[config.mk]
export PLATFORM = sky130hd
export DESIGN_NAME = bmc_basic_mode_control
export DESIGN_NICKNAME = d
export VERILOG_FILES = /design/src/design/bmc_basic_mode_control.v /design/src/design/bmc_sync.v
export VERILOG_INCLUDE_DIRS = /design/src /design/src/design
export SDC_FILE = /design/constraint.sdc
export NUM_CORES = 1
export LEC_CHECK = 0
export BUFFER_PORTS_ARGS = -buffer_cell sky130_fd_sc_hd__buf_4
export CAP_MARGIN = 10
export CORE_ASPECT_RATIO = 0.5
export CORE_MARGIN = 2
export CORE_UTILIZATION = 40
export DETAILED_ROUTE_END_ITERATION = 8
export HOLD_SLACK_MARGIN = 0.12
export PLACE_DENSITY_LB_ADDON = 0.1
export RECOVER_POWER = 100
export REMOVE_ABC_BUFFERS = 1
export SLEW_MARGIN = 10
export SYNTH_ARGS = -nofsm -noshare
export SYNTH_HDL_FRONTEND = slang
export SYNTH_SLANG_ARGS = --single-unit
[constraint.sdc]
create_clock -name clk_i -period 2.56 [get_ports clk_i]
set_clock_uncertainty 0.2 [all_clocks]
set_input_delay 0.128 -clock clk_i [delete_from_list [all_inputs] [get_ports clk_i]]
set_output_delay 0.128 -clock clk_i [all_outputs]
set_load 0.01 [all_outputs]
[src/design/bmc_map.vh]
`ifndef BMC_MAP_VH
`define BMC_MAP_VH
// ----------------------------------------
// register map
// ----------------------------------------
`define BMC_CTRL_ADDR 4'h0
`define BMC_STAT_ADDR 4'h1
`define BMC_ATYPE_ADDR 4'h2
`define BMC_ADDR_W 4
// ----------------------------------------
// control field positions
// ----------------------------------------
`define BMC_RESET_BIT 15
`define BMC_LOOP_BIT 14
`define BMC_SPEED_BIT 13
`define BMC_ANEG_BIT 12
`define BMC_PDOWN_BIT 11
`define BMC_ISO_BIT 10
`define BMC_DUPLEX_BIT 8
// ----------------------------------------
// status field positions
// ----------------------------------------
`define BMC_ST_RATE_BIT 0
`define BMC_ST_DUPLEX_BIT 1
`define BMC_ST_PDOWN_BIT 2
`define BMC_ST_DEAD_BIT 3
`define BMC_ST_RSTBUSY_BIT 4
// ----------------------------------------
// access-type demo register fields
// ----------------------------------------
`define BMC_AT_COR_LSB 0
`define BMC_AT_LL_BIT 8
`define BMC_AT_LH_BIT 9
`define BMC_AT_SC_BIT 10
`define BMC_AT_RO_LSB 12
`define BMC_AT_RO_VAL 4'ha
// ----------------------------------------
// timing
// ----------------------------------------
`define BMC_CLK_HZ 10000000
`define BMC_DEAD_US 500
`define BMC_DEAD_CYC ((`BMC_DEAD_US * (`BMC_CLK_HZ / 1000000)))
`define BMC_SRST_CYC 16
`endif

[src/design/bmc_basic_mode_control.v]
`timescale 1ns/100ps
`include "bmc_map.vh"
// ----------------------------------------
// Overview of operation
// - writing one to the reset bit starts a device reset, reads one until done, then clears and reloads straps.
// - loopback set routes mac transmit data back onto mac receive data.
// - after loopback is enabled receive data may stay invalid for about 500 us of dead time.
// - with auto-negotiation off, speed select one gives 100 Mb/s and zero gives 10 Mb/s.
// - auto-negotiation enable and speed select take their reset values from strap inputs.
// - fiber mode forces the auto-negotiation enable bit to zero.
// - with auto-negotiation on, speed and duplex bits are ignored; off, they set speed and duplex.
// - the power-down bit powers down the transceiver while register access keeps working.
// - power down is the or of the bit and the active-low pin, and the pin sets the bit.
// - isolate disconnects the port from the mac interface while management stays live.
// - clear-on-read fields are read-only and a read clears them after returning the value.
// - latched-low fields hold a low event until read, then follow the live condition.
// - latched-high fields hold a high event until read, then follow the live condition.
// - self-clearing fields set on their event and return to zero when it ends.
// - permanent read-only fields always return their fixed value and ignore writes.
// ----------------------------------------
module bmc_basic_mode_control #(
  parameter DEAD_CYC = `BMC_DEAD_CYC,
  parameter SRST_CYC = `BMC_SRST_CYC
) (
  // clock and reset
  input wire clk_i,
  input wire rst_n_i,
  // avalon-mm slave
  input wire [3:0] avs_address_i,
  input wire avs_read_i,
  input wire avs_write_i,
  input wire [31:0] avs_writedata_i,
  output reg [31:0] avs_readdata_o,
  output wire avs_waitrequest_o,
  // straps and pins
  input wire strap_aneg_i,
  input wire strap_speed_i,
  input wire strap_duplex_i,
  input wire fiber_mode_select_i,
  input wire power_down_input_pin_n_i,
  // access-type event sources
  input wire [7:0] cor_event_i,
  input wire ll_cond_i,
  input wire lh_cond_i,
  input wire sc_event_i,
  // mac-side data path
  input wire [3:0] mac_txd_i,
  input wire mac_tx_en_i,
  input wire [3:0] line_rxd_i,
  input wire line_rx_dv_i,
  output reg [3:0] mac_rxd_o,
  output reg mac_rx_dv_o,
  output reg [3:0] line_txd_o,
  output reg line_tx_en_o,
  // port state
  output reg rate_100_o,
  output reg full_duplex_o,
  output reg aneg_active_o,
  output reg power_down_o,
  output reg isolate_o,
  output reg soft_reset_o
);
  // ----------------------------------------
  // pin synchronisers
  // ----------------------------------------
  wire [8:0] sync_q;
  bmc_sync #(
    .W(9)
  ) u_sync (
    .clk_i(clk_i),
    .rst_n_i(rst_n_i),
    .d_i({~power_down_input_pin_n_i, fiber_mode_select_i, strap_duplex_i, strap_speed_i, strap_aneg_i,
          ll_cond_i, lh_cond_i, sc_event_i, 1'b0}),
    .q_o(sync_q)
  );
  wire pin_pdown = sync_q[8];
  wire fiber = sync_q[7];
  wire s_duplex = sync_q[6];
  wire s_speed = sync_q[5];
  wire s_aneg = sync_q[4];
  wire ll_live = sync_q[3];
  wire lh_live = sync_q[2];
  wire sc_live = sync_q[1];

  // ----------------------------------------
  // bus decode
  // ----------------------------------------
  // one wait cycle so read data come from a register
  reg ack;
  assign avs_waitrequest_o = (avs_read_i | avs_write_i) & ~ack;
  wire wr = avs_write_i & ack;
  wire rd_done = avs_read_i & ack;
  wire wr_ctrl = wr & (avs_address_i == `BMC_CTRL_ADDR);
  wire rd_at = rd_done & (avs_address_i == `BMC_ATYPE_ADDR);

  // ----------------------------------------
  // reset sequencer
  // ----------------------------------------
  // straps need two clocks through the synchroniser before they are caught
  localparam [2:0] SEQ_BOOT0 = 3'h0;
  localparam [2:0] SEQ_BOOT1 = 3'h1;
  localparam [2:0] SEQ_BOOT_LOAD = 3'h2;
  localparam [2:0] SEQ_RUN = 3'h3;
  localparam [2:0] SEQ_BUSY = 3'h4;
  localparam [2:0] SEQ_SRST_LOAD = 3'h5;
  reg [2:0] seq_state;
  reg [2:0] next_seq_state;
  reg [7:0] srst_cnt;
  wire srst = (seq_state == SEQ_BUSY) | (seq_state == SEQ_SRST_LOAD);
  wire strap_load = (seq_state == SEQ_BOOT_LOAD) | (seq_state == SEQ_SRST_LOAD);
  wire srst_req = wr_ctrl & avs_writedata_i[`BMC_RESET_BIT];
  wire sync_ok = (seq_state != SEQ_BOOT0) & (seq_state != SEQ_BOOT1);
  always @* begin
    next_seq_state = seq_state;
    case (seq_state)
      SEQ_BOOT0: begin
        next_seq_state = SEQ_BOOT1;
      end
      SEQ_BOOT1: begin
        next_seq_state = SEQ_BOOT_LOAD;
      end
      SEQ_BOOT_LOAD: begin
        next_seq_state = SEQ_RUN;
      end
      SEQ_RUN: begin
        if (srst_req) begin
          next_seq_state = SEQ_BUSY;
        end
      end
      SEQ_BUSY: begin
        if (srst_cnt == SRST_CYC[7:0] - 8'h01) begin
          next_seq_state = SEQ_SRST_LOAD;
        end
      end
      SEQ_SRST_LOAD: begin
        // reset bit stays set until the straps are back
        next_seq_state = SEQ_RUN;
      end
      default: begin
        next_seq_state = SEQ_BOOT0;
      end
    endcase
  end

  always @(posedge clk_i or negedge rst_n_i) begin
    if (!rst_n_i) begin
      seq_state <= SEQ_BOOT0;
      srst_cnt <= 8'h00;
    end else begin
      seq_state <= next_seq_state;
      if (seq_state == SEQ_BUSY) begin
        srst_cnt <= srst_cnt + 8'h01;
      end else begin
        srst_cnt <= 8'h00;
      end
    end
  end

  // ----------------------------------------
  // control register
  // ----------------------------------------
  reg loopback;
  reg speed;
  reg aneg;
  reg pdown;
  reg isolate;
  reg duplex;
  always @(posedge clk_i or negedge rst_n_i) begin
    if (!rst_n_i) begin
      loopback <= 1'b0;
      speed <= 1'b0;
      aneg <= 1'b0;
      pdown <= 1'b0;
      isolate <= 1'b0;
      duplex <= 1'b0;
    end else begin
      if (strap_load) begin
        loopback <= 1'b0;
        pdown <= 1'b0;
        isolate <= 1'b0;
        speed <= s_speed;
        aneg <= s_aneg;
        duplex <= s_duplex;
      end else if (wr_ctrl & ~srst) begin
        // register writes are held off while the reset runs
        loopback <= avs_writedata_i[`BMC_LOOP_BIT];
        speed <= avs_writedata_i[`BMC_SPEED_BIT];
        aneg <= avs_writedata_i[`BMC_ANEG_BIT];
        pdown <= avs_writedata_i[`BMC_PDOWN_BIT];
        isolate <= avs_writedata_i[`BMC_ISO_BIT];
        duplex <= avs_writedata_i[`BMC_DUPLEX_BIT];
      end
      if (fiber) begin
        aneg <= 1'b0;
      end
      if (pin_pdown) begin
        pdown <= 1'b1;
      end
    end
  end

  // ----------------------------------------
  // loopback dead time
  // ----------------------------------------
  reg [15:0] dead_cnt;
  reg loop_q;
  // dead from the very first loopback cycle, no stray valid
  wire loop_rise = loopback & ~loop_q;
  wire dead = (dead_cnt != 16'h0000) | loop_rise;
  always @(posedge clk_i or negedge rst_n_i) begin
    if (!rst_n_i) begin
      dead_cnt <= 16'h0000;
      loop_q <= 1'b0;
    end else begin
      loop_q <= loopback;
      if (loop_rise) begin
        dead_cnt <= DEAD_CYC[15:0];
      end else if (dead) begin
        dead_cnt <= dead_cnt - 16'h0001;
      end
    end
  end

  // ----------------------------------------
  // port state and data path
  // ----------------------------------------
  wire pd_eff = pdown | pin_pdown;
  wire path_off = pd_eff | isolate | srst;
  always @(posedge clk_i or negedge rst_n_i) begin
    if (!rst_n_i) begin
      rate_100_o <= 1'b0;
      full_duplex_o <= 1'b0;
      aneg_active_o <= 1'b0;
      power_down_o <= 1'b0;
      isolate_o <= 1'b0;
      soft_reset_o <= 1'b0;
      mac_rxd_o <= 4'h0;
      mac_rx_dv_o <= 1'b0;
      line_txd_o <= 4'h0;
      line_tx_en_o <= 1'b0;
    end else begin
      aneg_active_o <= aneg;
      // negotiated results come from elsewhere; forced values apply only with aneg off
      if (!aneg) begin
        rate_100_o <= speed;
        full_duplex_o <= duplex;
      end
      power_down_o <= pd_eff;
      isolate_o <= isolate;
      soft_reset_o <= srst;
      if (path_off) begin
        mac_rxd_o <= 4'h0;
        mac_rx_dv_o <= 1'b0;
        line_txd_o <= 4'h0;
        line_tx_en_o <= 1'b0;
      end else if (loopback) begin
        mac_rxd_o <= mac_txd_i;
        mac_rx_dv_o <= mac_tx_en_i & ~dead;
        line_txd_o <= 4'h0;
        line_tx_en_o <= 1'b0;
      end else begin
        mac_rxd_o <= line_rxd_i;
        mac_rx_dv_o <= line_rx_dv_i;
        line_txd_o <= mac_txd_i;
        line_tx_en_o <= mac_tx_en_i;
      end
    end
  end

  // ----------------------------------------
  // access-type register
  // ----------------------------------------
  reg [7:0] cor;
  reg ll;
  reg lh;
  // new events win over the read clear
  genvar c;
  generate
    for (c = 0; c < 8; c = c + 1) begin : g_cor
      always @(posedge clk_i or negedge rst_n_i) begin
        if (!rst_n_i) begin
          cor[c] <= 1'b0;
        end else if (cor_event_i[c]) begin
          cor[c] <= 1'b1;
        end else if (rd_at) begin
          cor[c] <= 1'b0;
        end
      end
    end
  endgenerate

  always @(posedge clk_i or negedge rst_n_i) begin
    if (!rst_n_i) begin
      ll <= 1'b1;
      lh <= 1'b0;
    end else begin
      // synchroniser output is not valid until boot has passed
      if (!ll_live & sync_ok) begin
        ll <= 1'b0;
      end else if (rd_at) begin
        ll <= 1'b1;
      end
      if (lh_live) begin
        lh <= 1'b1;
      end else if (rd_at) begin
        lh <= 1'b0;
      end
    end
  end

  // ----------------------------------------
  // read data
  // ----------------------------------------
  reg [15:0] rd_val;
  always @* begin
    rd_val = 16'h0000;
    case (avs_address_i)
      `BMC_CTRL_ADDR: begin
        rd_val[`BMC_RESET_BIT] = srst;
        rd_val[`BMC_LOOP_BIT] = loopback;
        rd_val[`BMC_SPEED_BIT] = speed;
        rd_val[`BMC_ANEG_BIT] = aneg;
        rd_val[`BMC_PDOWN_BIT] = pdown;
        rd_val[`BMC_ISO_BIT] = isolate;
        rd_val[`BMC_DUPLEX_BIT] = duplex;
      end
      `BMC_STAT_ADDR: begin
        rd_val[`BMC_ST_RATE_BIT] = rate_100_o;
        rd_val[`BMC_ST_DUPLEX_BIT] = full_duplex_o;
        rd_val[`BMC_ST_PDOWN_BIT] = power_down_o;
        rd_val[`BMC_ST_DEAD_BIT] = dead;
        rd_val[`BMC_ST_RSTBUSY_BIT] = srst;
      end
      `BMC_ATYPE_ADDR: begin
        rd_val[`BMC_AT_COR_LSB +: 8] = cor;
        rd_val[`BMC_AT_LL_BIT] = ll;
        rd_val[`BMC_AT_LH_BIT] = lh;
        rd_val[`BMC_AT_SC_BIT] = sc_live;
        rd_val[`BMC_AT_RO_LSB +: 4] = `BMC_AT_RO_VAL;
      end
      default: begin
        rd_val = 16'h0000;
      end
    endcase
  end

  always @(posedge clk_i or negedge rst_n_i) begin
    if (!rst_n_i) begin
      ack <= 1'b0;
      avs_readdata_o <= 32'h00000000;
    end else begin
      ack <= (avs_read_i | avs_write_i) & ~ack;
      if (avs_read_i & ~ack) begin
        avs_readdata_o <= {16'h0000, rd_val};
      end
    end
  end
endmodule // bmc_basic_mode_control

[src/design/bmc_sync.v]
`timescale 1ns/100ps
// two-flop synchroniser, one per bit
module bmc_sync #(
  parameter W = 1
) (
  // clock and reset
  input wire clk_i,
  input wire rst_n_i,
  // data
  input wire [W-1:0] d_i,
  output wire [W-1:0] q_o
);
  reg [W-1:0] meta;
  reg [W-1:0] sync;
  genvar g;
  generate
    for (g = 0; g < W; g = g + 1) begin : g_bit
      always @(posedge clk_i or negedge rst_n_i) begin
        if (!rst_n_i) begin
          meta[g] <= 1'b0;
          sync[g] <= 1'b0;
        end else begin
          meta[g] <= d_i[g];
          sync[g] <= meta[g];
        end
      end
    end
  endgenerate
  assign q_o = sync;
endmodule // bmc_sync

==> impl_metrics.csv <==
group,metric,value,unit
status,status,"finished with violations",
status,violations,"capacitance limit, slew limit",
detailed_routing,drc,0,
final_layout,diodes,0,
place,dpl_cell_area,0.004587,mm²
final_layout,n_fill_cell,858,
place,place_congestion,0.7937,
die,start_util,0.4141,
synthesis,synth_top_family_by_area,"simple AND/OR/NAND/NOR gates",
worst_setup_path,reg2reg_depth,6,
synthesis,avgSynthCellArea,11.31,µm²
timing,drv_slew,70,
pwr,total_power,3.644,mW
timing,worstMarginPinSlew,1.697,ns
die,io_pins,115,
detailed_routing,dr.first_iter.drc_count,170,
timing,hold_ws,0.1471,ns
worst_setup_path,crit_slowest_cell,"dlygate4sd3_1",
final_layout,syn_to_final_growth,30.32,%
detailed_routing,wirelength,8.488,mm
place,post-place-ws,0.3685,ns
place,placement.io_buffers,73,
synthesis,ys.warnings.count,0,
detailed_routing,vias,2964,
place,hpwl,5.845,mm
die,die_w,144.1,µm
final_layout,stdcell_count,608,
synthesis,ys_types,50,
timing,min_period,2.359,ns
worst_hold_path,min_from,"u_sync.meta[5]",
global_routing,antenna_found_initial,0,
detailed_routing,detail-route-antenna-nets,0,
worst_setup_path,worstPathRequired,2.61,ns
synthesis,synth_seq_cells,93,
timing,fmax,423.9,MHz
synthesis,yosysTopAreaCell,"dfrtp_1",
synthesis,synth_top_area_frac,0.5865,
synthesis,synth-simple-area-share,0.1693,
global_routing,overflow,0,
detailed_routing,dr.pass1.iters,5,
clock_network,path_clk_slew,0.06,ns
timing,hold_viol,0,
clock_network,clkLatencyLatePin,0.33,ns
timing,max-slew-margin-rel,-0.1313,
die,die_h,74.05,µm
worst_setup_path,worstPathMaxFanout,6,
clock_network,cts-root-buf,"clkbuf_16",
worst_hold_path,hold_depth,0,
die,core_area,0.009478,mm²
worst_setup_path,path_cells,"dlygate4sd3_1 -> clkbuf_1 -> or3_1 -> nor3_1 -> nand3_1 -> dlygate4sd3_1 -> o21ai_0",
timing,finalSetupTns,0,ns
worst_hold_path,hold_class,"flop to flop",
die,rows,25,
final_layout,final_area,0.005115,mm²
clock_network,numCtsBuffers,9,
pwr,ir_worst_vdd,0.0003337,V
worst_setup_path,cpMostUsedCell,"dlygate4sd3_1",
final_layout,final_nets,536,
pwr,power_density,712.4,mW/mm²
clock_network,cts_sinks,93,
clock_network,clk_path_buf_depth,2,
final_layout,post-route-util,0.5397,
clock_network,cts_tree,"done",
worst_setup_path,crit_path_start,"avs_address_i[0]",
detailed_routing,viasPerCell,4.875,
pwr,p_leak,2.225,nW
clock_network,ctsHtreeMaxLevel,3,
synthesis,synth_xor_area_frac,0.01116,
worst_setup_path,worstSetupStartpointType,"primary input",
synthesis,synth_fa_ha_area_frac,0.006376,
synthesis,synthFlopType,"dfrtp_1",
worst_setup_path,reg2reg_from,"dead_cnt[0]",
place,placedCellCount,549,
global_routing,grt_max_degree,70,
synthesis,netlist_area,0.003925,mm²
synthesis,muxShareOfSynthArea,0.04017,
die,fp.dieArea,0.01067,mm²
timing,grt_setup_unrepaired,"false",
worst_setup_path,arrival,2.41,ns
flow_run,maxCapViolations,1,
timing,layout_worst_path_cycle_share,0.9215,
timing,finalSetupViolCount,0,
synthesis,synthCells,347,
timing,layout_setup_ws,0.2011,ns
synthesis,async_flop_share,1.000,
worst_setup_path,critPathKind,"primary input to flop",
final_layout,drive_gt1_frac,0.1543,
synthesis,synth_edf_count,0,
synthesis,synth_compound_area_frac,0.1275,
worst_setup_path,max_stage_delay,0.56,ns
worst_setup_path,cp-end-kind,"flop",
global_routing,grt_pass1_vias,2927,
detailed_routing,wire_per_inst,13.96,µm
synthesis,synth_area_leaders,"dfrtp_1 59%, a21o_1 3.1%, buf_4 3.1%, nand2_1 2.4%, mux2i_1 2.3%",
synthesis,ys_seq_area_frac,0.5932,
global_routing,grt_pass1_wl,14.26,mm
global_routing,grtUsageTotal,0.1739,
-- metal layers --
metal	up-vias	GRT usage	wire, µm
met2	47	0.2979	4339
met4	0	0.05229	54
met5	-	0	0
met3	6	0.05023	305
li1	1443	-	-
met1	1468	0.2193	3788
-- cells in the mapped netlist (5+ instances only) --
cell / count
buf_4: 16
mux2_2: 6
a21o_1: 16
dfrtp_1: 92
nand2b_1: 8
or3_1: 6
mux2i_1: 9
nor2_1: 24
nor3_1: 11
o31ai_1: 6
nand2_1: 25
a21oi_1: 10
nor4_1: 5
o21ai_0: 17
a22o_1: 10
and2_1: 5
nand3_1: 9
inv_1: 8
clkbuf_1: 11
-- cells by family (layout without fill, tap and decap cells) --
logic type,after synthesis,in the layout
compound gates,72,72
fa+ha+maj,2,2
simple gates,122,122
xor+xnor,5,5
buf+inv,37,148
other cells,1,16
mux,15,15
flops,93,93
-- sequential cells by signal, summed over array words and instances (netlist names), 3 cells and up --
register and flops:
u_sync.q_o 8, avs_readdata_o 16, u_sync.meta 8, mac_rxd_o 4
seq_state 3, srst_cnt 8, dead_cnt 16, cor 8
line_txd_o 4
-- area by class of cell --
type / count / area [µm²] / share of cell area
Inverter: 8 / 30.03 / 0.005871
Clock inverter: 5 / 27.53 / 0.005382
Clock buffer: 11 / 232.7 / 0.04550
Sequential cell: 93 / 2328 / 0.4552
Timing Repair Buffer: 124 / 890.9 / 0.1742
Multi-Input combinational cell: 232 / 1436 / 0.2808
Tap cell: 135 / 168.9 / 0.03302
-- power breakdown --
group / leakage (nW) / switching [mW] / total [mW] / internal [mW]
clock network: 0.129 / 0.518 / 1.17 / 0.651
logic: 0.954 / 0.330 / 0.644 / 0.314
registers: 1.14 / 0.185 / 1.83 / 1.64
-- final timing paths --
check | end | slack (ns)
max | seq_state[2] | 0.20
max in group asynchronous | cor[4] | 0.48
min | u_sync.q_o[5] | 0.15
max reg2reg | dead_cnt[1] | 0.22
min reg2reg | u_sync.q_o[5] | 0.15
min in group asynchronous | line_tx_en_o | 0.58
-- what timing repair did --
action,CTS,global route
hold endpoints to repair,109,0
hold buffers,43,0
endpoints found under the setup margin,0,0
resized for setup,0,0
setup buffers,0,0
-- cell usage in the layout, fill, tap and decap left out, types with 2 or more instances in the layout --
| cell type | n |
|---|---|
| dfrtp_1 | 92 |
| dlygate4sd3_1 | 43 |
| clkbuf_1 | 40 |
| buf_4 | 33 |
| nor2_1 | 26 |
| nand2_1 | 25 |
| o21ai_0 | 17 |
| a21o_1 | 16 |
| conb_1 | 16 |
| nor3_1 | 12 |
| nand3_1 | 10 |
| a21oi_1 | 10 |
| a22o_1 | 10 |
| mux2i_1 | 9 |
| clkbuf_16 | 9 |
| inv_1 | 8 |
| nand2b_1 | 8 |
| clkbuf_4 | 8 |
| or3_1 | 6 |
| o31ai_1 | 6 |
| mux2_2 | 6 |
| nor4_1 | 5 |
| and2_0 | 4 |
| clkinv_2 | 4 |
| or2_2 | 3 |
| nor2b_1 | 3 |
| and3_1 | 3 |
| xnor2_1 | 3 |
| or4_1 | 3 |
| nand4_1 | 3 |
| xor2_1 | 2 |
| nor3b_1 | 2 |
| a221o_1 | 2 |
| a31o_2 | 2 |
| o41ai_1 | 2 |
| nand3b_1 | 2 |
| ha_1 | 2 |
| clkbuf_2 | 2 |
-- critical path: cells and delay by family --
kind / cells / cell delay, ns
buffers and inverters: 3 / 1.24
AND/OR/NAND/NOR: 3 / 0.88
AO/OA/AOI/OAI: 1 / 0.17
(Power assumes the default switching activity.)
